===== src/shared/proc_ctrl_params.svh =====
// Offsets, field positions, reset values and timing counts of the processor control block
`ifndef PROC_CTRL_PARAMS_SVH
`define PROC_CTRL_PARAMS_SVH

// ----------------------------------------------------------------
// Register indices (byte address is four times the index)
// ----------------------------------------------------------------
`define IDX_GPR_BASE 16'hc002
`define IDX_REVISION 16'hc004
`define IDX_CPU_DIV 16'hc008
`define IDX_POWER 16'hc00a
`define IDX_IRQ_STATUS 16'hc0f0
`define IDX_IRQ_MASK 16'hc0f2

// ----------------------------------------------------------------
// Reset values and field layout
// ----------------------------------------------------------------
`define RST_GPR_BASE 16'h0100
`define RST_CPU_DIV 4'hf
`define RST_POWER 16'h0000
`define GPR_BASE_MASK 16'hfff0
`define PWR_WAKE_MASK 16'hfb90
`define PWR_USB_LSB 12
`define PWR_OTG_BIT 11
`define PWR_SERIAL_BIT 9
`define PWR_SPI_BIT 8
`define PWR_HOSTPORT_BIT 7
`define PWR_PIN_BIT 4
`define PWR_BOOST_BIT 2
`define PWR_SLEEP_BIT 1
`define PWR_HALT_BIT 0
`define EV_WAKE 0
`define EV_HALT_EXIT 1
`define EV_BOOST_BAD 2
`define EV_COUNT 3

// ----------------------------------------------------------------
// Timing
// ----------------------------------------------------------------
`define CLK_MHZ 25
`define RESUME_MAX_US 500
`define RESUME_CYCLES (`RESUME_MAX_US * `CLK_MHZ)

`endif


===== src/shared/proc_ctrl_pkg.sv =====
// Types shared by the processor control block
package proc_ctrl_pkg;
    typedef enum logic [3:0] {
        PS_RUN = 4'h1,
        PS_HALT = 4'h2,
        PS_SLEEP = 4'h4,
        PS_WAKE = 4'h8
    } power_state_t;

    typedef enum logic [2:0] {
        SEL_NONE,
        SEL_GPR_BASE,
        SEL_REVISION,
        SEL_CPU_DIV,
        SEL_POWER,
        SEL_IRQ_STATUS,
        SEL_IRQ_MASK
    } reg_sel_t;
endpackage


===== src/logic/processor_control_regs.sv =====
// Processor control register group: register bank base, revision, CPU divider, power
// ----------------------------------------------------------------
// Functional notes
// - GPR address = bank base[15:4] OR (reg number << 1), bit 0 forced low
// - Bank base resets to 0x0100
// - Read-only 16-bit revision field; writes do nothing
// - CPU clock is system clock divided by speed field plus one
// - Speed setting affects only the CPU; peripheral clock stays undivided
// - Power register picks sleep or halt; other writable bits enable wake sources
// - Bits 15..12 wake on USB port 2B,2A,1B,1A transitions, no CPU interrupt; here the wake status bit still sets and drives irq when unmasked
// - Bit 11 wakes on OTG vbus-valid or id transition, on the OTG irq line
// - Bit 9 wakes on fast serial receive transition; that byte is discarded
// - Bit 8 wakes on falling SPI select; that byte is discarded
// - Bit 7 wakes on a read from the external host port
// - Bit 4 wakes on a transition of either pin wake input
// - Read-only bit 2 reports boost rail status, 1 means rails below 3.0V
// - Writing 1 to bit 1 sleeps at once; enabled wake resumes within 0.5 ms
// - Writing 1 to bit 0 halts only the CPU until an enabled interrupt
// ----------------------------------------------------------------
//
// Local design decision: register access over APB.
`include "proc_ctrl_params.svh"
`timescale 1ns/10ps
`default_nettype none

module processor_control_regs #(
    parameter int ADDR_W = 18,
    parameter logic [15:0] REVISION = 16'h0a5c, // Arbitrary value
    parameter int RESUME_CYCLES = `RESUME_CYCLES
) (
    input wire logic clk,
    input wire logic arst_n,
    input wire logic psel,
    input wire logic penable,
    input wire logic pwrite,
    input wire logic [ADDR_W-1:0] paddr,
    input wire logic [31:0] pwdata,
    output logic [31:0] prdata,
    output logic pready,
    output logic pslverr,
    input wire logic [3:0] gpr_num,
    output logic [15:0] gpr_addr,
    output logic cpu_clk_en,
    output logic core_clk_run,
    output logic cpu_halted,
    input wire logic cpu_irq_pending,
    input wire logic [3:0] usb_port_line,
    input wire logic otg_vbus_valid,
    input wire logic otg_id,
    input wire logic fast_serial_port_rx,
    input wire logic spi_slave_select_low,
    input wire logic external_host_port_read,
    input wire logic [1:0] pin_wake_input,
    input wire logic boost_rail_status,
    output logic otg_wake_irq_line,
    output logic discard_serial_byte,
    output logic discard_spi_byte,
    output logic irq
);
    localparam int RCNT_W = $clog2(RESUME_CYCLES + 1);

    // ----------------------------------------------------------------
    // Helpers
    // ----------------------------------------------------------------
    function automatic logic [ADDR_W-1:0] byte_addr(input logic [15:0] idx);
        byte_addr = ADDR_W'({idx, 2'b00});
    endfunction

    function automatic proc_ctrl_pkg::reg_sel_t decode(input logic [ADDR_W-1:0] a);
        if (a == byte_addr(`IDX_GPR_BASE)) decode = proc_ctrl_pkg::SEL_GPR_BASE;
        else if (a == byte_addr(`IDX_REVISION)) decode = proc_ctrl_pkg::SEL_REVISION;
        else if (a == byte_addr(`IDX_CPU_DIV)) decode = proc_ctrl_pkg::SEL_CPU_DIV;
        else if (a == byte_addr(`IDX_POWER)) decode = proc_ctrl_pkg::SEL_POWER;
        else if (a == byte_addr(`IDX_IRQ_STATUS)) decode = proc_ctrl_pkg::SEL_IRQ_STATUS;
        else if (a == byte_addr(`IDX_IRQ_MASK)) decode = proc_ctrl_pkg::SEL_IRQ_MASK;
        else decode = proc_ctrl_pkg::SEL_NONE;
    endfunction

    // ----------------------------------------------------------------
    // State
    // ----------------------------------------------------------------
    logic [15:0] gpr_base, next_gpr_base;
    logic [3:0] cpu_div, next_cpu_div;
    logic [15:0] wake_en, next_wake_en;
    logic [`EV_COUNT-1:0] irq_status, next_irq_status;
    logic [`EV_COUNT-1:0] irq_mask, next_irq_mask;
    logic [31:0] next_prdata;
    logic next_pready, next_pslverr, next_irq;
    logic [15:0] next_gpr_addr;
    proc_ctrl_pkg::power_state_t pstate, next_pstate;
    logic [RCNT_W-1:0] resume_cnt, next_resume_cnt;
    logic [3:0] div_cnt, next_div_cnt;
    logic next_cpu_clk_en, next_core_clk_run, next_cpu_halted;
    logic next_otg_irq, next_discard_serial, next_discard_spi;
    logic serial_woke, next_serial_woke, spi_woke, next_spi_woke;
    logic [9:0] prev_in, cur_in;
    logic prev_boost;
    proc_ctrl_pkg::reg_sel_t sel;
    logic wr_fire, rd_fire;
    logic [15:0] power_rd;
    logic [9:0] edge_in;
    logic wake_usb, wake_otg, wake_serial, wake_spi, wake_host, wake_pin, wake_any;

    // ----------------------------------------------------------------
    // Wake source detection
    // ----------------------------------------------------------------
    assign cur_in = {usb_port_line, otg_vbus_valid, otg_id, fast_serial_port_rx,
                     spi_slave_select_low, pin_wake_input};
    assign edge_in = cur_in ^ prev_in;

    always_comb begin
        wake_usb = |(edge_in[9:6] & wake_en[`PWR_USB_LSB +: 4]);
        wake_otg = (edge_in[5] | edge_in[4]) & wake_en[`PWR_OTG_BIT];
        wake_serial = edge_in[3] & wake_en[`PWR_SERIAL_BIT];
        wake_spi = prev_in[2] & ~spi_slave_select_low & wake_en[`PWR_SPI_BIT];
        wake_host = external_host_port_read & wake_en[`PWR_HOSTPORT_BIT];
        wake_pin = |edge_in[1:0] & wake_en[`PWR_PIN_BIT];
        wake_any = wake_usb | wake_otg | wake_serial | wake_spi | wake_host | wake_pin;
    end

    // ----------------------------------------------------------------
    // APB slave
    // ----------------------------------------------------------------
    // Two-cycle access keeps prdata and pready straight from flops
    assign sel = decode(paddr);
    assign wr_fire = psel & penable & pready & pwrite;
    assign rd_fire = psel & penable & ~pready;
    // Sleep and halt bits show the live state
    assign power_rd = (wake_en & `PWR_WAKE_MASK)
                    | (16'(boost_rail_status) << `PWR_BOOST_BIT)
                    | (16'(pstate == proc_ctrl_pkg::PS_SLEEP || pstate == proc_ctrl_pkg::PS_WAKE)
                       << `PWR_SLEEP_BIT)
                    | (16'(pstate == proc_ctrl_pkg::PS_HALT) << `PWR_HALT_BIT);

    always_comb begin
        next_pready = rd_fire;
        next_prdata = prdata;
        next_pslverr = 1'b0;
        if (rd_fire) begin
            next_pslverr = (sel == proc_ctrl_pkg::SEL_NONE);
            unique case (sel)
                proc_ctrl_pkg::SEL_GPR_BASE: next_prdata = {16'h0000, gpr_base};
                proc_ctrl_pkg::SEL_REVISION: next_prdata = {16'h0000, REVISION};
                proc_ctrl_pkg::SEL_CPU_DIV: next_prdata = {28'h0000000, cpu_div};
                proc_ctrl_pkg::SEL_POWER: next_prdata = {16'h0000, power_rd};
                proc_ctrl_pkg::SEL_IRQ_STATUS: next_prdata = 32'(irq_status);
                proc_ctrl_pkg::SEL_IRQ_MASK: next_prdata = 32'(irq_mask);
                proc_ctrl_pkg::SEL_NONE: next_prdata = 32'h00000000;
            endcase
        end else if (pready) begin
            next_pslverr = 1'b0;
        end
    end

    always_ff @(posedge clk or negedge arst_n) begin
        if (!arst_n) begin
            prdata <= 32'h00000000;
            pready <= 1'b0;
            pslverr <= 1'b0;
        end else begin
            prdata <= next_prdata;
            pready <= next_pready;
            pslverr <= next_pslverr;
        end
    end

    // ----------------------------------------------------------------
    // Configuration registers and interrupt status
    // ----------------------------------------------------------------
    logic [`EV_COUNT-1:0] ev;
    always_comb begin
        ev = '0;
        ev[`EV_WAKE] = (pstate == proc_ctrl_pkg::PS_WAKE) && (resume_cnt == '0);
        ev[`EV_HALT_EXIT] = (pstate == proc_ctrl_pkg::PS_HALT) && cpu_irq_pending;
        ev[`EV_BOOST_BAD] = boost_rail_status & ~prev_boost;
    end

    always_comb begin
        next_gpr_base = gpr_base;
        next_cpu_div = cpu_div;
        next_wake_en = wake_en;
        next_irq_mask = irq_mask;
        next_irq_status = irq_status;
        if (wr_fire) begin
            unique case (sel)
                proc_ctrl_pkg::SEL_GPR_BASE: next_gpr_base = pwdata[15:0] & `GPR_BASE_MASK;
                proc_ctrl_pkg::SEL_CPU_DIV: next_cpu_div = pwdata[3:0];
                proc_ctrl_pkg::SEL_POWER: next_wake_en = pwdata[15:0] & `PWR_WAKE_MASK;
                proc_ctrl_pkg::SEL_IRQ_STATUS:
                    next_irq_status = irq_status & ~pwdata[`EV_COUNT-1:0];
                proc_ctrl_pkg::SEL_IRQ_MASK: next_irq_mask = pwdata[`EV_COUNT-1:0];
                proc_ctrl_pkg::SEL_REVISION, proc_ctrl_pkg::SEL_NONE: begin
                end
            endcase
        end
        // Set wins over a simultaneous clear
        next_irq_status = next_irq_status | ev;
        next_irq = |(next_irq_status & next_irq_mask);
        next_gpr_addr = ((gpr_base & `GPR_BASE_MASK) | {11'h000, gpr_num, 1'b0}) & 16'hfffe;
    end

    always_ff @(posedge clk or negedge arst_n) begin
        if (!arst_n) begin
            gpr_base <= `RST_GPR_BASE;
            cpu_div <= `RST_CPU_DIV;
            wake_en <= `RST_POWER;
            irq_status <= '0;
            irq_mask <= '0;
            irq <= 1'b0;
            gpr_addr <= 16'h0000;
        end else begin
            gpr_base <= next_gpr_base;
            cpu_div <= next_cpu_div;
            wake_en <= next_wake_en;
            irq_status <= next_irq_status;
            irq_mask <= next_irq_mask;
            irq <= next_irq;
            gpr_addr <= next_gpr_addr;
        end
    end

    // ----------------------------------------------------------------
    // Power state machine
    // ----------------------------------------------------------------
    // Resume waits for the clock to settle; it is the longest allowed delay
    always_comb begin
        next_pstate = pstate;
        next_resume_cnt = resume_cnt;
        next_otg_irq = 1'b0;
        next_discard_serial = 1'b0;
        next_discard_spi = 1'b0;
        next_serial_woke = serial_woke;
        next_spi_woke = spi_woke;
        unique case (pstate)
            proc_ctrl_pkg::PS_RUN, proc_ctrl_pkg::PS_HALT: begin
                // Halt ends on an enabled interrupt
                if (pstate == proc_ctrl_pkg::PS_HALT && cpu_irq_pending) begin
                    next_pstate = proc_ctrl_pkg::PS_RUN;
                end
                // Sleep at once; sleep beats halt
                if (wr_fire && sel == proc_ctrl_pkg::SEL_POWER) begin
                    if (pwdata[`PWR_SLEEP_BIT]) begin
                        next_pstate = proc_ctrl_pkg::PS_SLEEP;
                    end else if (pwdata[`PWR_HALT_BIT]) begin
                        next_pstate = proc_ctrl_pkg::PS_HALT;
                    end
                end
            end
            proc_ctrl_pkg::PS_SLEEP: begin
                if (wake_any) begin
                    next_pstate = proc_ctrl_pkg::PS_WAKE;
                    next_resume_cnt = RCNT_W'(RESUME_CYCLES - 1);
                    next_otg_irq = wake_otg;
                    next_serial_woke = wake_serial;
                    next_spi_woke = wake_spi;
                end
            end
            proc_ctrl_pkg::PS_WAKE: begin
                if (resume_cnt == '0) begin
                    next_pstate = proc_ctrl_pkg::PS_RUN;
                    // Byte seen while waking is dropped
                    next_discard_serial = serial_woke;
                    next_discard_spi = spi_woke;
                    next_serial_woke = 1'b0;
                    next_spi_woke = 1'b0;
                end else begin
                    next_resume_cnt = resume_cnt - 1'b1;
                end
            end
            default: next_pstate = proc_ctrl_pkg::PS_RUN;
        endcase
    end

    // ----------------------------------------------------------------
    // CPU clock divider
    // ----------------------------------------------------------------
    always_comb begin
        next_div_cnt = div_cnt;
        next_cpu_clk_en = 1'b0;
        // Counter freezes in sleep and keeps its value
        if (pstate == proc_ctrl_pkg::PS_RUN || pstate == proc_ctrl_pkg::PS_HALT) begin
            // Terminal count reloads; >= catches a lowered setting
            if (div_cnt >= cpu_div) begin
                next_div_cnt = 4'h0;
                next_cpu_clk_en = (next_pstate == proc_ctrl_pkg::PS_RUN);
            end else begin
                next_div_cnt = div_cnt + 1'b1;
            end
        end
        // Peripherals keep the undivided clock outside sleep
        next_core_clk_run = (next_pstate == proc_ctrl_pkg::PS_RUN
                             || next_pstate == proc_ctrl_pkg::PS_HALT);
        next_cpu_halted = (next_pstate == proc_ctrl_pkg::PS_HALT);
    end

    always_ff @(posedge clk or negedge arst_n) begin
        if (!arst_n) begin
            pstate <= proc_ctrl_pkg::PS_RUN;
            resume_cnt <= '0;
            div_cnt <= 4'h0;
            cpu_clk_en <= 1'b0;
            core_clk_run <= 1'b1;
            cpu_halted <= 1'b0;
            otg_wake_irq_line <= 1'b0;
            discard_serial_byte <= 1'b0;
            discard_spi_byte <= 1'b0;
            serial_woke <= 1'b0;
            spi_woke <= 1'b0;
            prev_in <= 10'h000;
            prev_boost <= 1'b0;
        end else begin
            pstate <= next_pstate;
            resume_cnt <= next_resume_cnt;
            div_cnt <= next_div_cnt;
            cpu_clk_en <= next_cpu_clk_en;
            core_clk_run <= next_core_clk_run;
            cpu_halted <= next_cpu_halted;
            otg_wake_irq_line <= next_otg_irq;
            discard_serial_byte <= next_discard_serial;
            discard_spi_byte <= next_discard_spi;
            serial_woke <= next_serial_woke;
            spi_woke <= next_spi_woke;
            prev_in <= cur_in;
            prev_boost <= boost_rail_status;
        end
    end
endmodule // processor_control_regs
`default_nettype wire


===== config.mk =====
export PLATFORM = sky130hd
export DESIGN_NAME = processor_control_regs
export DESIGN_NICKNAME = d
export VERILOG_FILES = /design/src/shared/proc_ctrl_pkg.sv /design/src/logic/processor_control_regs.sv
export VERILOG_INCLUDE_DIRS = /design/src /design/src/shared
export SDC_FILE = /design/constraint.sdc
export NUM_CORES = 1
export LEC_CHECK = 0
export BUFFER_PORTS_ARGS = -buffer_cell sky130_fd_sc_hd__buf_4
export CAP_MARGIN = 20
export CORE_MARGIN = 1.5
export CORE_UTILIZATION = 48
export DETAILED_ROUTE_END_ITERATION = 12
export PLACE_DENSITY_LB_ADDON = 0.2
export SYNTH_ARGS = -nofsm -noshare
export SYNTH_HDL_FRONTEND = slang
export SYNTH_SLANG_ARGS = --single-unit

===== constraint.sdc =====
create_clock -name clk -period 1.7 [get_ports clk]
set_input_delay 0.255 -clock clk [delete_from_list [all_inputs] [get_ports clk]]
set_output_delay 0.255 -clock clk [all_outputs]
set_load 0.05 [all_outputs]

==> results.md <==
* CP endpoint kind: register
* Final setup viols at 29
* Setup TNS at -2618 ps
* Failing checks: setup timing
* CP delay by family, top: simple AND/OR/NAND/NOR gates
* Rows at 36
* GP Congestion at 0.8966
* TritonCTS clock tree: done
* Drt drc at 0
* Synth cell types at 64
* Pre-antenna DRT Iters at 4
* RSZ-0062 raised after global routing: true
* Fin cells at 756
* Pwr Total at about 4.5 mW
* DP Cell Count at 707
* CP max FO at 8
* Starting Density at between 40% and 50%
* Slew Viols, Final at 0
* Antenna cells at 0
* P_leak at about 3.3 nW
* Clk_lat worst skew at 370 ps
* Num CTS Buffers at 9
* CTS max path bufs at 2
* Reg clk slew, reported paths at about 100 ps
* Number of global-route vias before repair at 3,939
* FF+latch count, synth at between 100 and 150
* EDFF count, synth at 0
* Crit path DAT at 2200 ps
* Via density at ~5.4
* First-pass GRT wire length at 19,360 µm
* CP cell instances: or2_1 > or4_4 > o2111ai_4 > buf_4 > o31ai_1 > nand3_1
* Via count at 4,079
* Largest net degree at the start of global routing at 30
* Ys Warns at 0
* Final instance area at 6923 µm²
* Die X at ~100 µm
* Net count, final at between 600 and 700
* Clock Skew at roughly 16 ps
* First DRT Iteration DRCs at 139
* Mapped cell area at 4855 µm²
* Filler Cell Count at between 700 and 800
* Total gr overflow at 0
* Final Hold Viols at 0
* Area Growth Syn to Fin at 42.60%
* Die area at 10,730 µm²
* Hold WC Path Type: input pin to register
* Multi-input combinational cell area at roughly 2300 µm²
* Fmax at approximately 530 MHz
* Final period util at 112.0%
* Syn_area_per_cell at ~11 µm²
* Post-DP HPWL at between 8000 and 9000 µm
* Minimum clock period at about 1900 ps
* Drt total wl at about 12,000 µm
* Cells after synthesis at 428
* Post-synthesis sequential area ratio at 54.82%
* CTS root buf: clkbuf_8
* Max-cap check violation count at 0
* Commonest cells after routing, fill and taps aside: buf_4 (159), dfrtp_1 (97), nand2_1 (38)
* Wire per inst at about 17 µm
* Outcome: finished with violations
* FF/Latch Area at approximately 2700 µm²
* DP Area at a little over 6000 µm²
* Clock sink count at 106
* WS Path Type: register to register
* Ys flop type: dfrtp_1
* Req. time, crit path at 2000 ps
* PwrDens at 655.7 nW/µm²
* Async SR Flop Fraction at between 90% and 100%
* Placeable Area at between 9000 and 10,000 µm²
* Crit-path slowest cell: or4_4
* Io pins at 129
* Tot GR Track Use at 22.47%
* Largest stage delay on the critical path at ~570 ps
* DRT antenna net count at 0
* Die height at 103.6 µm
* Most common cell after layout, fill and taps aside: buf_4
* I/O Buffers at 95
* Rel. slew slack at between 50% and 60%
* Initial antenna violation count at 0
* Final worst slack at -204.3 ps
* CP Buf/Inv Count at 1
* Peak VDD IR at between 400 and 500 µV
* CTS H-Tree Depth at 3
* Share of cells above drive strength 1 at 44.94%
* Worst Setup Start Kind: register
* Slew @ Worst Pin at 596.8 ps
-- kinds of logic (layout without fill, tap and decap cells) --
kind of cell             count (synthesis)  after routing  synth area share [%]
multiplexers                            28             28                 7.191
other                                    1             17               0.07725
XOR/XNOR                                13             13                 2.345
flip-flops                             106            106                 54.82
buffers and inverters                   42            219                 4.794
AO/OA/AOI/OAI                           93             94                 12.16
AND/OR/NAND/NOR                        139            140                 17.06
adder cells (fa/ha/maj)                  6              6                 1.546
-- synth_stat cells (3+ instances only) --
cell	instances	area (µm²)
nand2_1	40	150.1
o21ai_0	32	160.2
buf_2	3	15.01
mux2_4	10	150.1
nor2_1	21	78.83
nand4_1	3	18.77
a21o_1	4	30.03
xor2_1	12	105.1
dfrtp_1	99	2477
ha_1	6	75.07
a21oi_1	17	85.08
clkbuf_1	6	22.52
nand3_1	5	25.02
or4_1	10	75.07
mux2i_1	3	30.03
dfstp_2	7	183.9
nor3_1	10	50.05
or2_2	5	31.28
o31ai_1	3	22.52
a22oi_1	11	82.58
buf_4	17	127.6
or3_1	8	50.05
a31oi_1	4	25.02
a211oi_1	6	45.04
nor4_2	3	37.54
nor2b_1	3	18.77
inv_1	14	52.55
and2_1	3	18.77
mux2_2	15	168.9
and4_1	4	35.03
-- cell type report --
class / count / area share (%)
clock inverters: 6 / 0.9037
inverters: 15 / 0.8133
well taps: 133 / 2.404
clock buffers: 10 / 1.843
repair buffers: 188 / 21.96
flip-flops and latches: 106 / 38.48
multi-input cells: 298 / 33.60
-- metal layers --
layer  global-route usage (%)  share of wire [%]  vias to the layer above
li1                         -                  -                     1909
met1                    28.68                 43                     2034
met2                    39.24                 51                      119
met3                    4.091                4.2                       17
met4                    6.448                1.4                        0
met5                        0                  0                        -
-- final timing paths --
check | start | endpoint | slack [ps] | cells after the start
worst max-delay path | resume_cnt[10] | resume_cnt[13] | -200 | 6
worst min-delay path | boost_rail_status | prev_boost | 30 | 1
worst max register to register | resume_cnt[10] | resume_cnt[13] | -200 | 6
worst min register to register | gpr_base[15] | gpr_addr[15] | 410 | 0
max in group asynchronous | arst_n | core_clk_run | 770 | 3
min in group asynchronous | arst_n | gpr_addr[2] | 330 | 2
-- power by group --
| part | internal, mW | switching (mW) |
|---|---|---|
| registers | 2.55 | 0.0177 |
| logic | 0.185 | 0.309 |
| clock network | 0.570 | 0.906 |
-- state kept, by name, summed over array words and instances, names as in the netlist, 3 cells and up --
signal and flops:
prdata 16, gpr_addr 15, resume_cnt 14, gpr_base 12, prev_in 10, wake_en 9, cpu_div 4, div_cnt 4
pstate 4, irq_mask 3, irq_status 3
-- timing repair --
item	in CTS	in global routing
endpoints found under the hold margin	31	3
hold buffers	11	3
resized for setup	34	45
buffers inserted	4	12
setup endpoints to repair	32	50
pin swaps	17	35
cloned	2	1
-- through the flow --
step           hold slack, ps  setup slack, ps  util, %
6_report                29.19           -204.3    70.83
5_1_grt                 8.147           -251.8    70.83
4_1_cts                0.7760           -194.2    67.59
3_5_place_dp            189.8           -339.4    62.65
3_3_place_gp            186.3           -337.7    62.65
2_1_floorplan          -40.59           -176.9        -
-- worst reg2reg max path: cells and delay by family, from the launching register on --
family | cells | cell delay [ps]
AO/OA/AOI/OAI | 2 | 380
buffers and inverters | 1 | 170
AND/OR/NAND/NOR | 3 | 900
flip-flops | 1 | 390
Note: power is estimated with default switching activity, not from simulation.
